<file path="src/pkg/flash_host_pkg.sv">
// Package: pin bundles, commands, timing counts for the flash bus host
package flash_host_pkg;
	localparam int unsigned CLOCK_MHZ = 20;
	localparam int unsigned CLOCK_PERIOD_NS = 50;
	// Wake-up times after power-down release (ns, plain defaults)
	localparam int unsigned WAKE_TO_OUTPUT_NS = 600;
	localparam int unsigned WAKE_TO_WRITE_NS = 600;
	localparam int unsigned WAKE_TO_OUTPUT_CYC =
		(WAKE_TO_OUTPUT_NS + CLOCK_PERIOD_NS - 1) / CLOCK_PERIOD_NS;
	localparam int unsigned WAKE_TO_WRITE_CYC =
		(WAKE_TO_WRITE_NS + CLOCK_PERIOD_NS - 1) / CLOCK_PERIOD_NS;
	// Bus strobe phase lengths in cycles
	localparam int unsigned ACCESS_CYC = 3;
	localparam int unsigned STROBE_LOW_CYC = 2;
	localparam int unsigned RECOVERY_CYC = 1;
	localparam logic [7:0] WAIT_MAX = 8'h00_FF;
	// Command codes
	localparam logic [7:0] CMD_READ_ARRAY = 8'h00_FF;
	localparam logic [7:0] CMD_IDENTIFY = 8'h00_90;
	localparam logic [7:0] CMD_READ_STATUS = 8'h00_70;
	localparam logic [7:0] CMD_CLEAR_STATUS = 8'h00_50;
	localparam logic [7:0] CMD_ERASE_SETUP = 8'h00_20;
	localparam logic [7:0] CMD_ERASE_CONFIRM = 8'h00_D0;
	localparam logic [7:0] CMD_PROGRAM_SETUP = 8'h00_40;
	// Status layout
	localparam int unsigned SEQ_READY_BIT = 7;
	localparam logic [7:0] STATUS_AFTER_WAKE = 8'h00_80;
	localparam logic [16:0] ID_MFR_ADDR = 17'h0_0000;
	localparam logic [16:0] ID_DEV_ADDR = 17'h0_0001;

	// Host request operations
	typedef enum logic [2:0] {
		OP_READ = 3'h0,
		OP_WRITE = 3'h1,
		OP_PROGRAM = 3'h2,
		OP_ERASE = 3'h3,
		OP_POLL = 3'h4,
		OP_POWERDOWN = 3'h5,
		OP_WAKE = 3'h6
	} host_op_t;

	// Request from user side
	typedef struct packed {
		host_op_t op;
		logic [16:0] addr;
		logic [7:0] data;
		logic boot_unlock;
	} host_req_t;

	// Pins driven towards the flash
	typedef struct packed {
		logic chip_select_n;
		logic output_drive_n;
		logic write_strobe_n;
		logic powerdown_reset_n;
		logic boot_unlock_hv;
		logic program_supply_high;
		logic [16:0] addr;
		logic [7:0] data_out;
		logic data_oe;
	} flash_pins_t;
endpackage

</file>
<file path="src/rtl/flash_bus_host.sv">
// Host controller driving a byte-wide boot-block flash through its pins
//
// Behaviour
// - Program and erase are issued as two command writes when powered; unpowered, they end as errors with no write.
// - Read: select and output drive low, strobe and power-down high.
// - Host waits wake-to-output time before trusting read data.
// - Host waits wake-to-write time before any command write.
// - Boot block alteration needs boot-unlock high voltage held.
// - Drive power-down pin from wake and power-down requests; reset holds it low.
// - Writes with strobe and select low; captured on strobe rise.
`timescale 1ns/1ps
module flash_bus_host
	import flash_host_pkg::*;
(
	// Clock, reset, enable
	input wire logic clock_i,
	input wire logic rst_i,
	input wire logic enable_i,
	// User request
	input wire logic req_valid_i,
	input wire host_req_t req_i,
	output logic req_ready_o,
	// User answer
	output logic resp_valid_o,
	output logic [7:0] resp_data_o,
	output logic resp_error_o,
	// Flash pins
	input wire logic [7:0] data_lines_i,
	output flash_pins_t pins_o
);
	typedef enum logic [3:0] {
		ST_IDLE = 4'b0000,
		ST_CMD1 = 4'b0001,
		ST_CMD2 = 4'b0011,
		ST_POLL = 4'b0010,
		ST_DONE = 4'b0110,
		ST_WAKE = 4'b0111,
		ST_READ = 4'b0101
	} state_t;

	state_t state_reg, state_next;
	host_req_t cur_reg;
	flash_pins_t pins_next;
	logic [7:0] sync1_reg, sync2_reg;
	logic [7:0] wait_reg;
	logic [7:0] poll_reg;
	logic powered_reg;
	logic start_reg;
	logic is_write_reg;
	logic [7:0] wdata_reg;
	wire strobe_low, eng_busy, eng_done;
	wire [7:0] eng_data;
	wire accept;
	wire ready_bit;
	wire two_step;

	// Data pins cross from outside: two flops
	always_ff @(posedge clock_i) begin
		if (rst_i) begin
			sync1_reg <= 8'h00_00;
			sync2_reg <= 8'h00_00;
		end else if (enable_i) begin
			sync1_reg <= data_lines_i;
			sync2_reg <= sync1_reg;
		end
	end

	flash_cycle_engine u_engine (
		.clock_i(clock_i),
		.rst_i(rst_i),
		.enable_i(enable_i),
		.start_i(start_reg),
		.is_write_i(is_write_reg),
		.data_lines_sync_i(sync2_reg),
		.strobe_low_o(strobe_low),
		.busy_o(eng_busy),
		.done_o(eng_done),
		.rd_data_o(eng_data)
	);

	// Request decode
	assign accept = req_valid_i && req_ready_o;
	assign ready_bit = eng_data[SEQ_READY_BIT];
	assign two_step = (cur_reg.op == OP_PROGRAM) ||
		(cur_reg.op == OP_ERASE);

	// Sequencing of operations
	always_comb begin
		state_next = state_reg;
		unique case (state_reg)
			ST_IDLE: begin
				if (accept) begin
					unique case (req_i.op)
						OP_READ: state_next = ST_READ;
						OP_POWERDOWN: state_next = ST_DONE;
						OP_WAKE: state_next = ST_WAKE;
						default: state_next = ST_CMD1;
					endcase
				end
			end
			ST_CMD1: if (eng_done)
				state_next = two_step ? ST_CMD2 : ST_DONE;
			ST_CMD2: if (eng_done) state_next = ST_POLL;
			ST_POLL: if (eng_done && (ready_bit || poll_reg == WAIT_MAX))
				state_next = ST_DONE;
			ST_READ: if (eng_done) state_next = ST_DONE;
			ST_WAKE: if (wait_reg == 8'h00_00) state_next = ST_DONE;
			ST_DONE: state_next = ST_IDLE;
			default: state_next = ST_IDLE;
		endcase
	end

	// Pin values for the next cycle
	always_comb begin
		pins_next = pins_o;
		pins_next.powerdown_reset_n = powered_reg;
		pins_next.chip_select_n = !strobe_low;
		pins_next.output_drive_n = !(strobe_low && !is_write_reg);
		pins_next.write_strobe_n = !(strobe_low && is_write_reg);
		pins_next.data_oe = eng_busy && is_write_reg;
		pins_next.data_out = wdata_reg;
		pins_next.addr = cur_reg.addr;
		pins_next.program_supply_high = two_step &&
			(state_reg != ST_IDLE);
		pins_next.boot_unlock_hv = two_step && cur_reg.boot_unlock &&
			(state_reg != ST_IDLE);
	end

	// State and request registers
	always_ff @(posedge clock_i) begin
		if (rst_i) begin
			state_reg <= ST_IDLE;
			cur_reg <= '0;
			powered_reg <= 1'b0;
			wait_reg <= 8'h00_00;
			poll_reg <= 8'h00_00;
			start_reg <= 1'b0;
			is_write_reg <= 1'b0;
			wdata_reg <= 8'h00_00;
			req_ready_o <= 1'b0;
			resp_valid_o <= 1'b0;
			resp_data_o <= 8'h00_00;
			resp_error_o <= 1'b0;
			pins_o <= '{chip_select_n: 1'b1, output_drive_n: 1'b1,
				write_strobe_n: 1'b1, default: '0};
		end else if (enable_i) begin
			state_reg <= state_next;
			pins_o <= pins_next;
			start_reg <= 1'b0;
			resp_valid_o <= 1'b0;
			req_ready_o <= (state_next == ST_IDLE) && !req_valid_i;
			if (state_reg == ST_IDLE) req_ready_o <= 1'b0;
			if (state_next == ST_IDLE && state_reg != ST_IDLE)
				req_ready_o <= 1'b1;
			if (state_reg == ST_IDLE && !accept)
				req_ready_o <= 1'b1;
			if (accept) begin
				cur_reg <= req_i;
				unique case (req_i.op)
					OP_READ: begin
						start_reg <= powered_reg;
						is_write_reg <= 1'b0;
					end
					OP_WRITE: begin
						start_reg <= powered_reg;
						is_write_reg <= 1'b1;
						wdata_reg <= req_i.data;
					end
					OP_PROGRAM: begin
						start_reg <= powered_reg;
						is_write_reg <= 1'b1;
						wdata_reg <= CMD_PROGRAM_SETUP;
					end
					OP_ERASE: begin
						start_reg <= powered_reg;
						is_write_reg <= 1'b1;
						wdata_reg <= CMD_ERASE_SETUP;
					end
					OP_POLL: begin
						start_reg <= powered_reg;
						is_write_reg <= 1'b1;
						wdata_reg <= CMD_READ_STATUS;
					end
					OP_POWERDOWN: powered_reg <= 1'b0;
					OP_WAKE: begin
						powered_reg <= 1'b1;
						// Longer of the two wake times covers both
						wait_reg <= 8'((WAKE_TO_OUTPUT_CYC >
							WAKE_TO_WRITE_CYC) ? WAKE_TO_OUTPUT_CYC :
							WAKE_TO_WRITE_CYC);
					end
					default: start_reg <= 1'b0;
				endcase
			end
			if (state_reg == ST_WAKE && wait_reg != 8'h00_00)
				wait_reg <= wait_reg - 8'h01;
			// Second write of two-step commands
			if (state_reg == ST_CMD1 && eng_done && two_step) begin
				start_reg <= 1'b1;
				wdata_reg <= (cur_reg.op == OP_ERASE) ?
					CMD_ERASE_CONFIRM : cur_reg.data;
			end
			// Status polling until ready bit set or poll count reaches WAIT_MAX
			if (state_reg == ST_CMD2 && eng_done) begin
				start_reg <= 1'b1;
				is_write_reg <= 1'b0;
				poll_reg <= 8'h00_00;
			end
			if (state_reg == ST_POLL && eng_done && state_next == ST_POLL) begin
				start_reg <= 1'b1;
				poll_reg <= poll_reg + 8'h01;
			end
			if (state_next == ST_DONE && state_reg != ST_DONE) begin
				resp_data_o <= eng_data;
				resp_error_o <= (!powered_reg &&
					cur_reg.op != OP_POWERDOWN) ||
					(state_reg == ST_POLL && !ready_bit);
			end
			if (state_reg == ST_DONE) resp_valid_o <= 1'b1;
			// Unpowered cycles finish at once as errors
			if (state_reg inside {ST_CMD1, ST_READ} && !eng_busy &&
				!start_reg && !powered_reg) begin
				state_reg <= ST_DONE;
				resp_error_o <= 1'b1;
			end
		end
	end

	// Writes only while selected and strobe low
	write_select_a: assert property (@(posedge clock_i) disable iff (rst_i)
		!pins_o.write_strobe_n |-> !pins_o.chip_select_n)
		else $error("write strobe without select");
	// Read and write strobes never overlap
	strobe_excl_a: assert property (@(posedge clock_i) disable iff (rst_i)
		!(!pins_o.write_strobe_n && !pins_o.output_drive_n))
		else $error("read and write strobes overlap");
	// Host never drives data while flash outputs
	bus_fight_a: assert property (@(posedge clock_i) disable iff (rst_i)
		!pins_o.output_drive_n |-> !pins_o.data_oe)
		else $error("bus contention");
	// No strobes while powered down
	pd_quiet_a: assert property (@(posedge clock_i) disable iff (rst_i)
		!pins_o.powerdown_reset_n |-> pins_o.chip_select_n)
		else $error("access during power-down");
	// Erase and program carry high supply
	supply_high_a: assert property (@(posedge clock_i) disable iff (rst_i)
		(state_reg == ST_CMD2 && !pins_o.write_strobe_n) |->
		pins_o.program_supply_high)
		else $error("alteration without high supply");
	// Boot unlock only during altering commands
	boot_unlock_a: assert property (@(posedge clock_i) disable iff (rst_i)
		pins_o.boot_unlock_hv |-> pins_o.program_supply_high)
		else $error("boot unlock outside alteration");
	// Wake waits at least the configured time
	wake_wait_a: assert property (@(posedge clock_i) disable iff (rst_i)
		(state_reg == ST_WAKE && wait_reg > 8'h01) |=>
		state_reg == ST_WAKE)
		else $error("wake wait cut short");
	// Second command follows the first
	two_step_a: assert property (@(posedge clock_i) disable iff (rst_i)
		(state_reg == ST_CMD1 && eng_done && two_step && enable_i) |=>
		state_reg == ST_CMD2)
		else $error("second command write missing");
endmodule

</file>
<file path="src/rtl/flash_cycle_engine.sv">
// One strobed bus cycle (read or write) towards the flash
`timescale 1ns/1ps
module flash_cycle_engine
	import flash_host_pkg::*;
(
	// Clock and control
	input wire logic clock_i,
	input wire logic rst_i,
	input wire logic enable_i,
	// Cycle request
	input wire logic start_i,
	input wire logic is_write_i,
	input wire logic [7:0] data_lines_sync_i,
	// Strobe state and result
	output logic strobe_low_o,
	output logic busy_o,
	output logic done_o,
	output logic [7:0] rd_data_o
);
	logic [3:0] count_reg;
	logic [1:0] phase_reg;
	logic write_reg;
	wire phase_end;
	wire [3:0] phase_len;

	// Phase 1: strobe low; phase 2: recovery high
	assign phase_len = (phase_reg == 2'h1) ?
		(write_reg ? 4'(STROBE_LOW_CYC) : 4'(ACCESS_CYC)) :
		4'(RECOVERY_CYC);
	assign phase_end = (count_reg + 4'h1 >= phase_len);
	assign strobe_low_o = (phase_reg == 2'h1);
	assign busy_o = (phase_reg != 2'h0);

	// Phase sequencing
	always_ff @(posedge clock_i) begin
		if (rst_i) begin
			phase_reg <= 2'h0;
			count_reg <= 4'h0;
			write_reg <= 1'b0;
			done_o <= 1'b0;
			rd_data_o <= 8'h00_00;
		end else if (enable_i) begin
			done_o <= 1'b0;
			if (phase_reg == 2'h0) begin
				if (start_i) begin
					phase_reg <= 2'h1;
					count_reg <= 4'h0;
					write_reg <= is_write_i;
				end
			end else if (phase_end) begin
				count_reg <= 4'h0;
				if (phase_reg == 2'h1) begin
					phase_reg <= 2'h2;
				end else begin
					phase_reg <= 2'h0;
					done_o <= 1'b1;
					// Sync adds two cycles: take data at recovery end
					if (!write_reg)
						rd_data_o <= data_lines_sync_i;
				end
			end else begin
				count_reg <= count_reg + 4'h1;
			end
		end
	end
endmodule

</file>
<file path="config.mk">
export PLATFORM = sky130hd
export DESIGN_NAME = flash_bus_host
export DESIGN_NICKNAME = d
export VERILOG_FILES = /design/src/pkg/flash_host_pkg.sv /design/src/rtl/flash_bus_host.sv /design/src/rtl/flash_cycle_engine.sv
export SDC_FILE = /design/constraint.sdc
export NUM_CORES = 1
export LEC_CHECK = 0
export BUFFER_PORTS_ARGS = -buffer_cell sky130_fd_sc_hd__clkbuf_2
export CAP_MARGIN = 20
export CORE_ASPECT_RATIO = 0.5
export CORE_MARGIN = 3
export CORE_UTILIZATION = 35
export DETAILED_ROUTE_END_ITERATION = 12
export PLACE_DENSITY_LB_ADDON = 0.2
export SLEW_MARGIN = 10
export SYNTH_ARGS = -nofsm -noshare
export SYNTH_HDL_FRONTEND = slang
export SYNTH_HIERARCHICAL = 1
export SYNTH_SLANG_ARGS = --single-unit
</file>
<file path="constraint.sdc">
create_clock -name clock_i -period 5.6 [get_ports clock_i]
set_input_delay 0.56 -clock clock_i [delete_from_list [all_inputs] [get_ports clock_i]]
set_output_delay 0.56 -clock clock_i [all_outputs]
set_load 0.01 [all_outputs]
</file>
=== After elaboration in Yosys (flattened, before gate mapping) ===
Index checks and enable logic that the tools add are counted.

* $add $sub $neg: 3
* $lt $le $gt $ge: 1
* Equality and inequality tests: 21
* Mux-type cells: 46
* Bitwise logic cells: 3
* Reduce and logical (&&, ||, !) cells: 69

{| class="wikitable"
|+ Operators by type and width
! cell !! count
|-
| $mux W8 || 8
|-
| $mux W4 || 11
|-
| $pmux W8 S4 || 1
|-
| $pmux W4 S6 || 1
|-
| $logic_and A1 B1 Y1 || 23
|-
| $reduce_bool A2 Y1 || 10
|-
| $reduce_and A3 Y1 || 6
|-
| $mux W1 || 17
|-
| $eq A4 B3 Y1 const B || 4
|-
| $eq A3 B2 Y1 const B || 4
|-
| $eq A4 B2 Y1 const B || 3
|-
| $logic_not A1 Y1 || 10
|-
| $reduce_and A2 Y1 || 5
|-
| $eq A3 B3 Y1 const B || 3
|-
| $pmux W3 S3 || 1
|-
| $add A8 B1 Y8 const B || 1
|-
| $eq A8 B8 Y1 const B || 1
|-
| $logic_not A4 Y1 || 2
|-
| $logic_not A8 Y1 || 1
|-
| $mux W2 || 4
|-
| $reduce_bool A8 Y1 || 1
|-
| $sub A8 B1 Y8 const B || 1
|-
| $reduce_and A5 Y1 || 1
|-
| $reduce_bool A5 Y1 || 1
|-
| other kinds (18) || 23
|}

* Bits in registers: 135
* Bits of input ports: 41
* Logic and storage cells: 174

=== Depth between registers and ports, before layout ===
Gate-level depths: netlist of the first run.

* Depth after elaboration: 10
* Mapped depth: 8
* Mapped depth without buffers: 7

=== Modules after synthesis ===
Netlist of the first run, hierarchy kept.

{| class="wikitable"
|+ Modules (own cells, without submodules)
! module !! times used !! cells an instance !! area each (sq um) !! seq. area each (sq um)
|-
| flash_bus_host || 1 || 567 || 4958.5 || 2382.3
|-
| flash_cycle_engine || 1 || 81 || 790.8 || 320.3
|}

=== Worst setup path before layout of the first run ===
OpenSTA, ideal clock, no wires.

* Path type: input port to flip-flop
* Start point: input enable_i
* End point: register wait_reg[7]
* Setup time: 0.124 ns
* Arrival time: 1.852 ns
* Required time: 5.476 ns
* Path slack: 3.624 ns
* Stages on the path: 6
* Path buffers: 1
* Path through: buf_2 -> inv_2 -> a2111o_1 -> a2111oi_2 -> xnor2_1 -> nor2_1

* Cells in the longest elaborated chain, start to end: 1

{| class="wikitable"
|+ RTL lines
! element !! RTL line !! source
|-
| start, declared || flash_bus_host.sv:18 || <nowiki>input wire logic enable_i,</nowiki>
|-
| $reduce_and A3 Y1 (no line) || -- ||
|-
| end signal, assigned || flash_bus_host.sv:188 || <nowiki>wait_reg <= 8'((WAKE_TO_OUTPUT_CYC ></nowiki>
|-
| end signal, assigned || flash_bus_host.sv:196 || <nowiki>wait_reg <= wait_reg - 8'h01;</nowiki>
|-
| end, declared || flash_bus_host.sv:45 || <nowiki>logic [7:0] wait_reg;</nowiki>
|}

Every way passes these cells.
A chain may end at the register's enable or synchronous reset.

=== Worst setup path after layout of the first run ===
* Start point: register wait_reg[0]
* End point: register resp_error_o

* Cells in the longest elaborated chain, start to end: 7

{| class="wikitable"
|+ RTL lines
! element !! RTL line !! source
|-
| $logic_not A8 Y1 || flash_bus_host.sv:107 || <nowiki>ST_WAKE: if (wait_reg == 8'h00_00) state_next = ST_DONE;</nowiki>
|-
| $mux W4 || flash_bus_host.sv:107 ||
|-
| $pmux W4 S6 || flash_bus_host.sv:90 || <nowiki>unique case (state_reg)</nowiki>
|-
| $eq A4 B3 Y1 || flash_bus_host.sv:213 || <nowiki>if (state_next == ST_DONE && state_reg != ST_DONE) begin</nowiki>
|-
| $logic_and A1 B1 Y1 || flash_bus_host.sv:213 ||
|-
| $reduce_bool A2 Y1 (no line) || -- ||
|-
| $reduce_and A2 Y1 (no line) || -- ||
|-
| end signal, assigned || flash_bus_host.sv:215 || <nowiki>resp_error_o <= (!powered_reg &&</nowiki>
|-
| end, declared || flash_bus_host.sv:26 || <nowiki>output logic resp_error_o,</nowiki>
|}

Every way passes these cells.

==> metrics.txt, run 1 <==
Ys Warns 6; CP required 5940 ps; drt wl/cell 14.1 um; final core utilization 0.441; remaining antenna violation count 0; Most used DFF post-synth dfxtp_1; leak pwr 2.71 nW; 1st-pass router iterations 5; die height 96.6 um; skew final 12.2 ps; Final period util 0.455; TritonCTS buffer count 17; die width 187 um; syn_area_per_cell 8.87 um^2; Hold Vio Cnt, Final 0; Max Transition Viols Final 0; actual slew at the worst max-slew pin 1090 ps; Fmax 392 MHz; Die Area 18,100 um^2; largest fanout on the critical path 9; CTS max path bufs 2; GPL Wtd Cong 0.785; number of synthesized register bits 135; clock latency on the worst-skew pair 410 ps; vias in the first global route 4,469; DR DRC count 0; Power per Cell Area 332 nW/um^2; Root Driver clkbuf_16; relative slew slack 0.275; CTS tree done; first-pass GRT wire length 22,400 um; gr ovfl total 0; number of synthesized flops with an enable pin 0; Post-Syn Nets 695; IO Port Bufs 83; Detailed Route WL 13,400 um; setup TNS 0 ps; post-cts sizing count 0; initial antenna violation count 0; Core ar. 15,700 um^2; Syn-to-layout area delta 20.8%; Max-Cap Viols 0; status finished clean; Yosys cell types 56; peak supply drop 0.187 mV; unrepaired setup endpoints after global routing false; clk sink count 135; # IOs 84; Ant. Diodes 0; hold bufs inserted after CTS 0; synthesized cell area 5750 um^2; # nets final 762; dpl ws 2830 ps; Setup violations, final 0; Initial Util 0.365; pin count of the biggest net entering global routing 78; post-CTS setup buffers 0; Synth top area share 0.470; Setup crit start kind flop; max reg flops 32; register area share after synthesis 0.470; Vias 4,651; crit path cell chain inv_1 > ha_1 > nor4b_2 > nand4_1 > a32oi_1 > o311a_1 > o221a_2; num rows 32; via/cell ratio 4.91; Min Clock Period, post-route 2550 ps; synth top area cells dfxtp_1, mux2i_1, nand2_1, nor2_1, nand2b_1; H-tree depth 4; critical path's largest stage delay 650 ps; fraction of layout cells with a size suffix above 1 0.179; Total GRT Usage 0.149; Gate Count Post-Synth 648; CP max stage cell o311a_1; Hold WC Path Type in2reg; DRT iter0 DRCs 325; asr flop ratio synth 0; Crit Path Category reg2reg; Final HPWL DP 8730 um; Yosys top cell by area dfxtp_1; worst setup margin 3050 ps; crit path DAT 2890 ps; Setup crit end kind flop; Worst-path clk slew 60 ps
## cell type report
| class | instances | area [um^2] |
|---|---|---|
| flip-flops and latches | 135 | 2700 |
| clock buffers | 18 | 429 |
| fillers | 1567 | 8790 |
| repair buffers | 88 | 458 |
| clock inverters | 13 | 196 |
| inverters | 12 | 45.0 |
| multi-input cells | 461 | 2840 |
| well taps | 221 | 277 |
## metal layers
| metal | share of wire | vias up | wire length (um) | track usage |
|---|---|---|---|---|
| li1 | - | 2381 | - | - |
| met4 | 0.0046 | 0 | 61 | 0.0429 |
| met2 | 0.44 | 96 | 5870 | 0.226 |
| met3 | 0.048 | 2 | 640 | 0.0445 |
| met5 | 0 | - | 0 | 0 |
| met1 | 0.51 | 2172 | 6800 | 0.206 |
## cells in the mapped netlist, types with 3 or more instances
library cell	n
a211oi_1	8
a21oi_1	56
a311oi_1	3
a31oi_1	6
a32oi_1	6
and3_1	7
buf_1	5
buf_2	6
clkbuf_1	27
dfxtp_1	135
ha_1	6
inv_1	11
mux2i_1	61
nand2_1	81
nand2b_1	45
nand3_1	13
nand3b_1	6
nand4_1	7
nor2_1	76
nor2b_1	5
nor3_1	7
o2111ai_1	3
o211ai_1	4
o21ai_0	12
xnor2_1	4
xor2_1	7
## where the power goes
part           switching, mW  internal [mW]
Clock                  0.437          0.751
Combinational         0.0738         0.0502
Sequential            0.0142          0.978
## critical path, delay by kind of cell (launching register included)
family,cells,cell delay [ps]
fa+ha+maj,1,150
compound gates,3,1380
simple gates,2,530
flops,1,320
buf+inv,1,110
## logic make-up after synthesis
| kind of cell | Yosys count | share of synthesized area |
|---|---|---|
| AOI/OAI and AO/OA | 120 | 0.137 |
| xor gates and xnor gates | 11 | 0.0168 |
| adders and majority gates | 6 | 0.0131 |
| buffers and inverters | 52 | 0.0366 |
| DFF | 135 | 0.470 |
| muxes | 61 | 0.106 |
| and+or+nand+nor | 263 | 0.220 |
## cells in the final DEF, fill, tap and decap left out, types with 3 or more instances in the layout
cell type  Yosys  routed
buf_4          2       7
a311oi_1       3       3
nand2_1       81      81
ha_1           6       6
nor2_1        76      76
nand3_1       13      13
a32oi_1        6       6
a211oi_1       8       8
mux2i_1       61      61
o21ai_0       12      12
clkbuf_16      0      17
clkbuf_2       0      81
nand4_1        7       7
xor2_1         7       7
o2111ai_1      3       3
bufinv_16      0       4
nor3_1         7       7
o211ai_1       4       4
a21oi_1       56      56
nand2b_1      45      45
a31oi_1        6       6
nand3b_1       6       6
inv_6          0       4
and3_1         7       7
nor2b_1        5       5
inv_1         11      11
clkinv_4       0       3
xnor2_1        4       4
dfxtp_1      135     135
## path summary, 6_finish.rpt
path                                  start           end  slack, ps  cells past startpoint
worst min-delay path              req_i[12]   cur_reg[12]        370                      3
worst min register to register   cur_reg[2]    cur_reg[2]        460                      2
worst max register to register  wait_reg[0]  resp_error_o       3050                      7
worst max-delay path            wait_reg[0]  resp_error_o       3050                      7
## through the flow
| stage | hold slack, ps | instance area (um^2) | std cells | power [mW] |
|---|---|---|---|---|
| finish | 369 | 6940 | 948 | 2.30 |
| global route | 361 | 6940 | 948 | 2.39 |
| CTS | 358 | 6940 | 948 | 2.33 |
| detailed placement | 448 | 6320 | 917 | 1.14 |
| global placement | 442 | 6320 | 917 | 1.14 |
| floorplan | 433 | 5750 | 648 | 1.10 |
No activity file was read; power rests on OpenSTA's default activity.
==> run 2, diff against run 1 <==
Settings changed: ABC_AREA set to 1.
Clock period 5.6 ns to 2.3 ns, I/O delays scaled along.
==> run 2 against run 1 <==
Via count increased by 10%. Clock power increased to 2.5 times the previous value. Global-route usage increased by 0.47 points. Critical path type unchanged. Highest routed layer unchanged.
==> metrics.txt, run 2 <==
Area after DPL 6440 um^2 (+1.9%); Max Transition Viols Final 0 (unchanged); commonest non-fill, non-tap cell in the layout dfxtp_1; fin area 7090 um^2 (+2.0%); Final HPWL DP 9640 um (+10%); Yosys top cell by area dfxtp_1; die height 97.4 um (+0.80%); die width 189 um (+0.82%); relative slew slack 0.544 (+0.269); Most used DFF post-synth dfxtp_1; Crit Path Category reg2reg; Fill cells 1,652 (+5.4%); Multi-input gate area 2580 um^2 (-9.0%); most frequent cells after synthesis dfxtp_1, nand2_1, nor2_1; Ant. Diodes 0 (unchanged); gr ovfl total 0 (unchanged); Syn-to-layout area delta 21.2%; Worst-path clk slew 60 ps (about the same); register area share after synthesis 0.462 (-0.00785); Initial Util 0.369 (+0.00339); commonest cells after routing, fill and taps aside dfxtp_1, nand2_1, nor2_1; Synth top area share 0.462 (-0.00785); number of synthesized flops with an enable pin 0 (unchanged); area taken by flip-flops and latches 2700 um^2 (unchanged); CP required 2600 ps (-3340 ps); syn_area_per_cell 7.52 um^2 (-15%); 1st-pass router iterations 5 (unchanged); synthesized cell area 5850 um^2 (+1.7%); leak pwr 3.01 nW (+11%); pin count of the biggest net entering global routing 58 (-26%); post-cts sizing count 0 (unchanged); number of synthesized register bits 135 (unchanged); Hold WS 36.4 ps (-332 ps); clock latency on the worst-skew pair 400 ps (about the same); Core ar. 15,900 um^2 (+0.76%); synth top area cells dfxtp_1, o21ai_0, nand2_1, nor2_1, inv_1; DRT iter0 DRCs 462 (+42%); IO Port Bufs 83 (unchanged); via/cell ratio 4.72 (-3.9%); clk sink count 135 (unchanged); Hold Path Origin data_lines_i[0]; Final period util 0.824 (+0.368); Setup crit start kind flop; asr flop ratio synth 0 (unchanged); Root Driver clkbuf_16; Hold WC Path Type in2reg; CTS max path bufs 2 (unchanged); drt wl/cell 12.8 um (-9.2%); vias in the first global route 4,729 (+5.8%); r2r startpoint u_engine/count_reg[0]; most common cell in the netlist dfxtp_1; setup TNS 0 ps (unchanged); Max-Cap Viols 0 (unchanged); Setup violations, final 0 (unchanged); worst setup margin 406 ps (-2640 ps); unrepaired setup endpoints after global routing false; Power per Cell Area 833 nW/um^2 (+150%); Fmax 528 MHz (+35%); remaining antenna violation count 0 (unchanged); fraction of layout cells with a size suffix above 1 0.191 (+0.0124); skew final 9.20 ps (-2.99 ps); Ys Warns 6 (unchanged); Cell Count, Final, Fillers Out 1,089 (+15%); peak supply drop 0.387 mV (+110%); TritonCTS buffer count 17 (unchanged); status finished clean; Design Power 5.90 mW (+160%); Post-Syn Nets 825 (+19%); Setup crit end kind flop; actual slew at the worst max-slew pin 683 ps (-404 ps); max reg flops 32 (unchanged); placed cell count 1,057 (+15%); CTS tree done; first-pass GRT wire length 23,600 um (+5.6%); DR DRC count 0 (unchanged); final core utilization 0.447 (+0.00557); Vias 5,135 (+10%); num rows 32 (unchanged); Total GRT Usage 0.154 (+0.00473); flop-to-flop setup slack 410 ps (-2640 ps); post-CTS setup buffers 0 (unchanged); # nets final 902 (+18%); Die Area 18,400 um^2 (+1.6%); Hold Vio Cnt, Final 0 (unchanged); worst hold stages 3 (unchanged); dpl ws 467 ps (-2360 ps); # IOs 84 (unchanged); hold endpoint sync1_reg[0]; Worst R2R Path Depth 9 (+2); initial antenna violation count 0 (unchanged); R2R Path End u_engine/rd_data_o[7]; hold bufs inserted after CTS 0 (unchanged); Gate Count Post-Synth 778 (+20%); Min Clock Period, post-route 1890 ps (-655 ps); Detailed Route WL 14,000 um (+4.3%); largest fanout on the critical path 10 (+1); crit path DAT 2190 ps (-700 ps); H-tree depth 4 (unchanged); GPL Wtd Cong 0.817 (+4.1%); Yosys cell types 44 (-21%)
-- run 2: routing by layer --
metal  part of all wire  track usage  vias to the layer above
met5                  0            0                        -
met3              0.040       0.0342                       11
met1               0.53        0.220                     2337
met2               0.42        0.234                       88
li1                   -            -                     2699
met4             0.0088       0.0417                        0
-- run 2: cell type report --
cell class              count  share of cell area
inverters                 106              0.0567
flip-flops and latches    135               0.381
multi-input cells         504               0.364
clock buffers              19              0.0611
clock inverters            13              0.0304
well taps                 221              0.0390
repair buffers             91              0.0671
-- run 2: logic make-up (layout without fill, tap and decap cells) --
| kind of cell | after synthesis | count (layout) | share of synthesized area |
|---|---|---|---|
| compound gates | 169 | 169 | 0.157 |
| xor+xnor | 9 | 9 | 0.0135 |
| fa+ha+maj | 6 | 6 | 0.0128 |
| buf+inv | 139 | 229 | 0.0963 |
| flops | 135 | 135 | 0.462 |
| simple gates | 320 | 320 | 0.258 |
-- run 2: where the power goes --
group	switching, mW	internal, mW	total, mW	leakage [nW]
logic	0.286	0.148	0.434	1.60
clock network	1.06	1.94	3.00	0.313
registers	0.0471	2.42	2.47	1.10
total	1.39	4.51	5.90	3.01
-- run 2: critical path, stage by stage (launching register included) --
cell and delay [ps]:
dfxtp_1 420, ha_1 290, ha_1 290, a21boi_0 130, nor2_2 210, nand2_4 130
nand3_4 130, nand2_1 70, inv_1 70, nor2_1 50
-- run 2: worst max-delay path by stage --
stage / start / cells past startpoint / slack (ps) / endpoint
after CTS: u_engine/count_reg[0] / 9 / 410 / u_engine/rd_data_o[7]
after global routing: u_engine/phase_reg[0] / 12 / 230 / u_engine/rd_data_o[7]
after detailed placement: u_engine/count_reg[0] / 9 / 470 / u_engine/rd_data_o[2]
after global placement: u_engine/phase_reg[0] / 12 / 480 / u_engine/rd_data_o[2]
final: u_engine/count_reg[0] / 9 / 410 / u_engine/rd_data_o[7]
after floorplan: u_engine/count_reg[0] / 9 / 620 / u_engine/rd_data_o[0]
==> run 3, diff against run 2 <==
Clock period 2.3 ns to 1.9 ns, I/O delays scaled along.
==> run 3 against run 2 <==
Global-route usage rose by 0.27 points. Combinational power rose by 33%. Sequential power up 21%. Cell count up 1.7%. Total power grew 18%. Non-clock buffer count up 18.
==> metrics.txt, run 3 (synthesized netlist as in run 2, its figures left out) <==
DR DRC count 0 (unchanged); CP required 2210 ps (-390 ps); Setup crit end kind flop; H-tree depth 4 (unchanged); skew final 11.0 ps (+1.85 ps); Final period util 0.946 (+0.123); Power per Cell Area 954 nW/um^2 (+15%); setup TNS 0 ps (unchanged); Hold WC Path Type in2reg; initial antenna violation count 0 (unchanged); Root Driver clkbuf_16; Fmax 556 MHz (+5.3%); Max-Cap Viols 0 (unchanged); Cell Count, Final, Fillers Out 1,108 (+1.7%); Hold Vio Cnt, Final 0 (unchanged); Core ar. 15,900 um^2 (unchanged); fraction of layout cells with a size suffix above 1 0.212 (+0.0207); # nets final 922 (+2.2%); # IOs 84 (unchanged); Syn-to-layout area delta 25.3%; Multi-input gate area 2640 um^2 (+2.4%); Final HPWL DP 9920 um (+3.0%); Area after DPL 6540 um^2 (+1.6%); gr ovfl total 0 (unchanged); Setup violations, final 0 (unchanged); Setup crit start kind flop; Max Transition Viols Final 0 (unchanged); peak supply drop 0.663 mV (+71%); status finished clean; clk sink count 135 (unchanged); first-pass GRT wire length 23,800 um (+0.67%); die height 97.4 um (unchanged); commonest non-fill, non-tap cell in the layout dfxtp_1; num rows 32 (unchanged); met2 WL post-DR 6120 um (+3.9%); final core utilization 0.462 (+0.0152); relative slew slack 0.626 (+0.0816); vias in the first global route 4,905 (+3.7%); Worst-path clk slew 60 ps (about the same); unrepaired setup endpoints after global routing false; pin count of the biggest net entering global routing 40 (-31%); Crit Path Category reg2reg; 1st-pass router iterations 5 (unchanged); fin area 7330 um^2 (+3.4%); Die Area 18,400 um^2 (unchanged); Post-Route M1 WL 7620 um (+3.2%); clock latency on the worst-skew pair 420 ps (+20 ps); Vias 5,217 (+1.6%); CTS tree done; die width 189 um (unchanged); IO Port Bufs 83 (unchanged); crit path DAT 2110 ps (-80 ps); uppermost layer routed met4; largest fanout on the critical path 10 (unchanged); Fill cells 1,636 (-0.97%); leak pwr 3.10 nW (+3.1%); area taken by flip-flops and latches 2710 um^2 (+0.14%); commonest cells after routing, fill and taps aside dfxtp_1, nand2_1, nor2_1; GPL Wtd Cong 0.810 (-0.84%); Min Clock Period, post-route 1800 ps (-96.0 ps); Worst R2R Path Depth 9 (unchanged); actual slew at the worst max-slew pin 560 ps (-122 ps); DRT iter0 DRCs 277 (-40%); drt wl/cell 13.1 um (+2.1%); placed cell count 1,064 (+0.66%); max reg flops 32 (unchanged); Ant. Diodes 0 (unchanged); remaining antenna violation count 0 (unchanged); met3 WL post-DR 679 um (+21%); Detailed Route WL 14,500 um (+3.9%); TritonCTS buffer count 17 (unchanged); via/cell ratio 4.71 (-0.15%); Total GRT Usage 0.157 (+0.00270); Initial Util 0.369 (unchanged); worst hold stages 3 (unchanged); CTS max path bufs 2 (unchanged)
## run 3: cell types whose count changed in the layout (fill, tap and decap cells not counted), sizes merged
cell,before,now
buf,8,18
dlygate4sd3,0,8
clkinv,5,8
inv,108,105
bufinv,5,3
nand3,56,58
clkbuf,102,103
## run 3: path summary, 6_finish.rpt
check / from / to / slack [ps]
max: u_engine/count_reg[0] / u_engine/rd_data_o[3] / 100
max reg2reg: u_engine/count_reg[0] / u_engine/rd_data_o[3] / 100
min reg2reg: cur_reg[22] / cur_reg[22] / 440
min: req_i[2] / cur_reg[2] / 20
## run 3: repair_timing
item | 4_1_cts | 5_1_grt
endpoints found under the hold margin | 8 | 0
buffers inserted | 0 | 3
hold buffers | 8 | 0
setup endpoints to repair | 0 | 30
resized for setup | 0 | 15
## run 3: where the power goes
| group | switching [mW] | internal [mW] | leakage, nW |
|---|---|---|---|
| registers | 0.0554 | 2.93 | 1.10 |
| clock network | 1.29 | 2.13 | 0.297 |
| logic | 0.366 | 0.211 | 1.71 |
| total | 1.71 | 5.28 | 3.10 |
## run 3: layout make-up
cell class                 instances  share of cell area
sequential                       135               0.369
multi-input combinational        506               0.361
timing repair buffer             109              0.0946
clock buffer                      20              0.0623
inverter                         106              0.0548
tap                              221              0.0377
clock inverter                    11              0.0202
## run 3: critical path, stage by stage, from the launching register on
cell      delay, ps
dfxtp_2         350
ha_1            320
ha_1            300
a21boi_1        140
nor2_2          180
nand2_4         130
nand3_4         120
nand2_1          70
inv_1            60
nor2_1           40
## run 3: stage by stage
| stage | setup slack, ps | hold WS [ps] | power (mW) |
|---|---|---|---|
| floorplan | 224 | 259 | 3.40 |
| global placement | 148 | 396 | 3.59 |
| detailed placement | 52.8 | 396 | 3.59 |
| CTS | 40.6 | 6.39 | 7.05 |
| global route | 5.29 | 26.0 | 7.28 |
| finish | 102 | 24.9 | 6.99 |
## run 3: routing by layer
metal,vias up,track usage
met5,-,0
met4,0,0.0429
met3,6,0.0458
met2,91,0.234
met1,2389,0.220
li1,2731,-
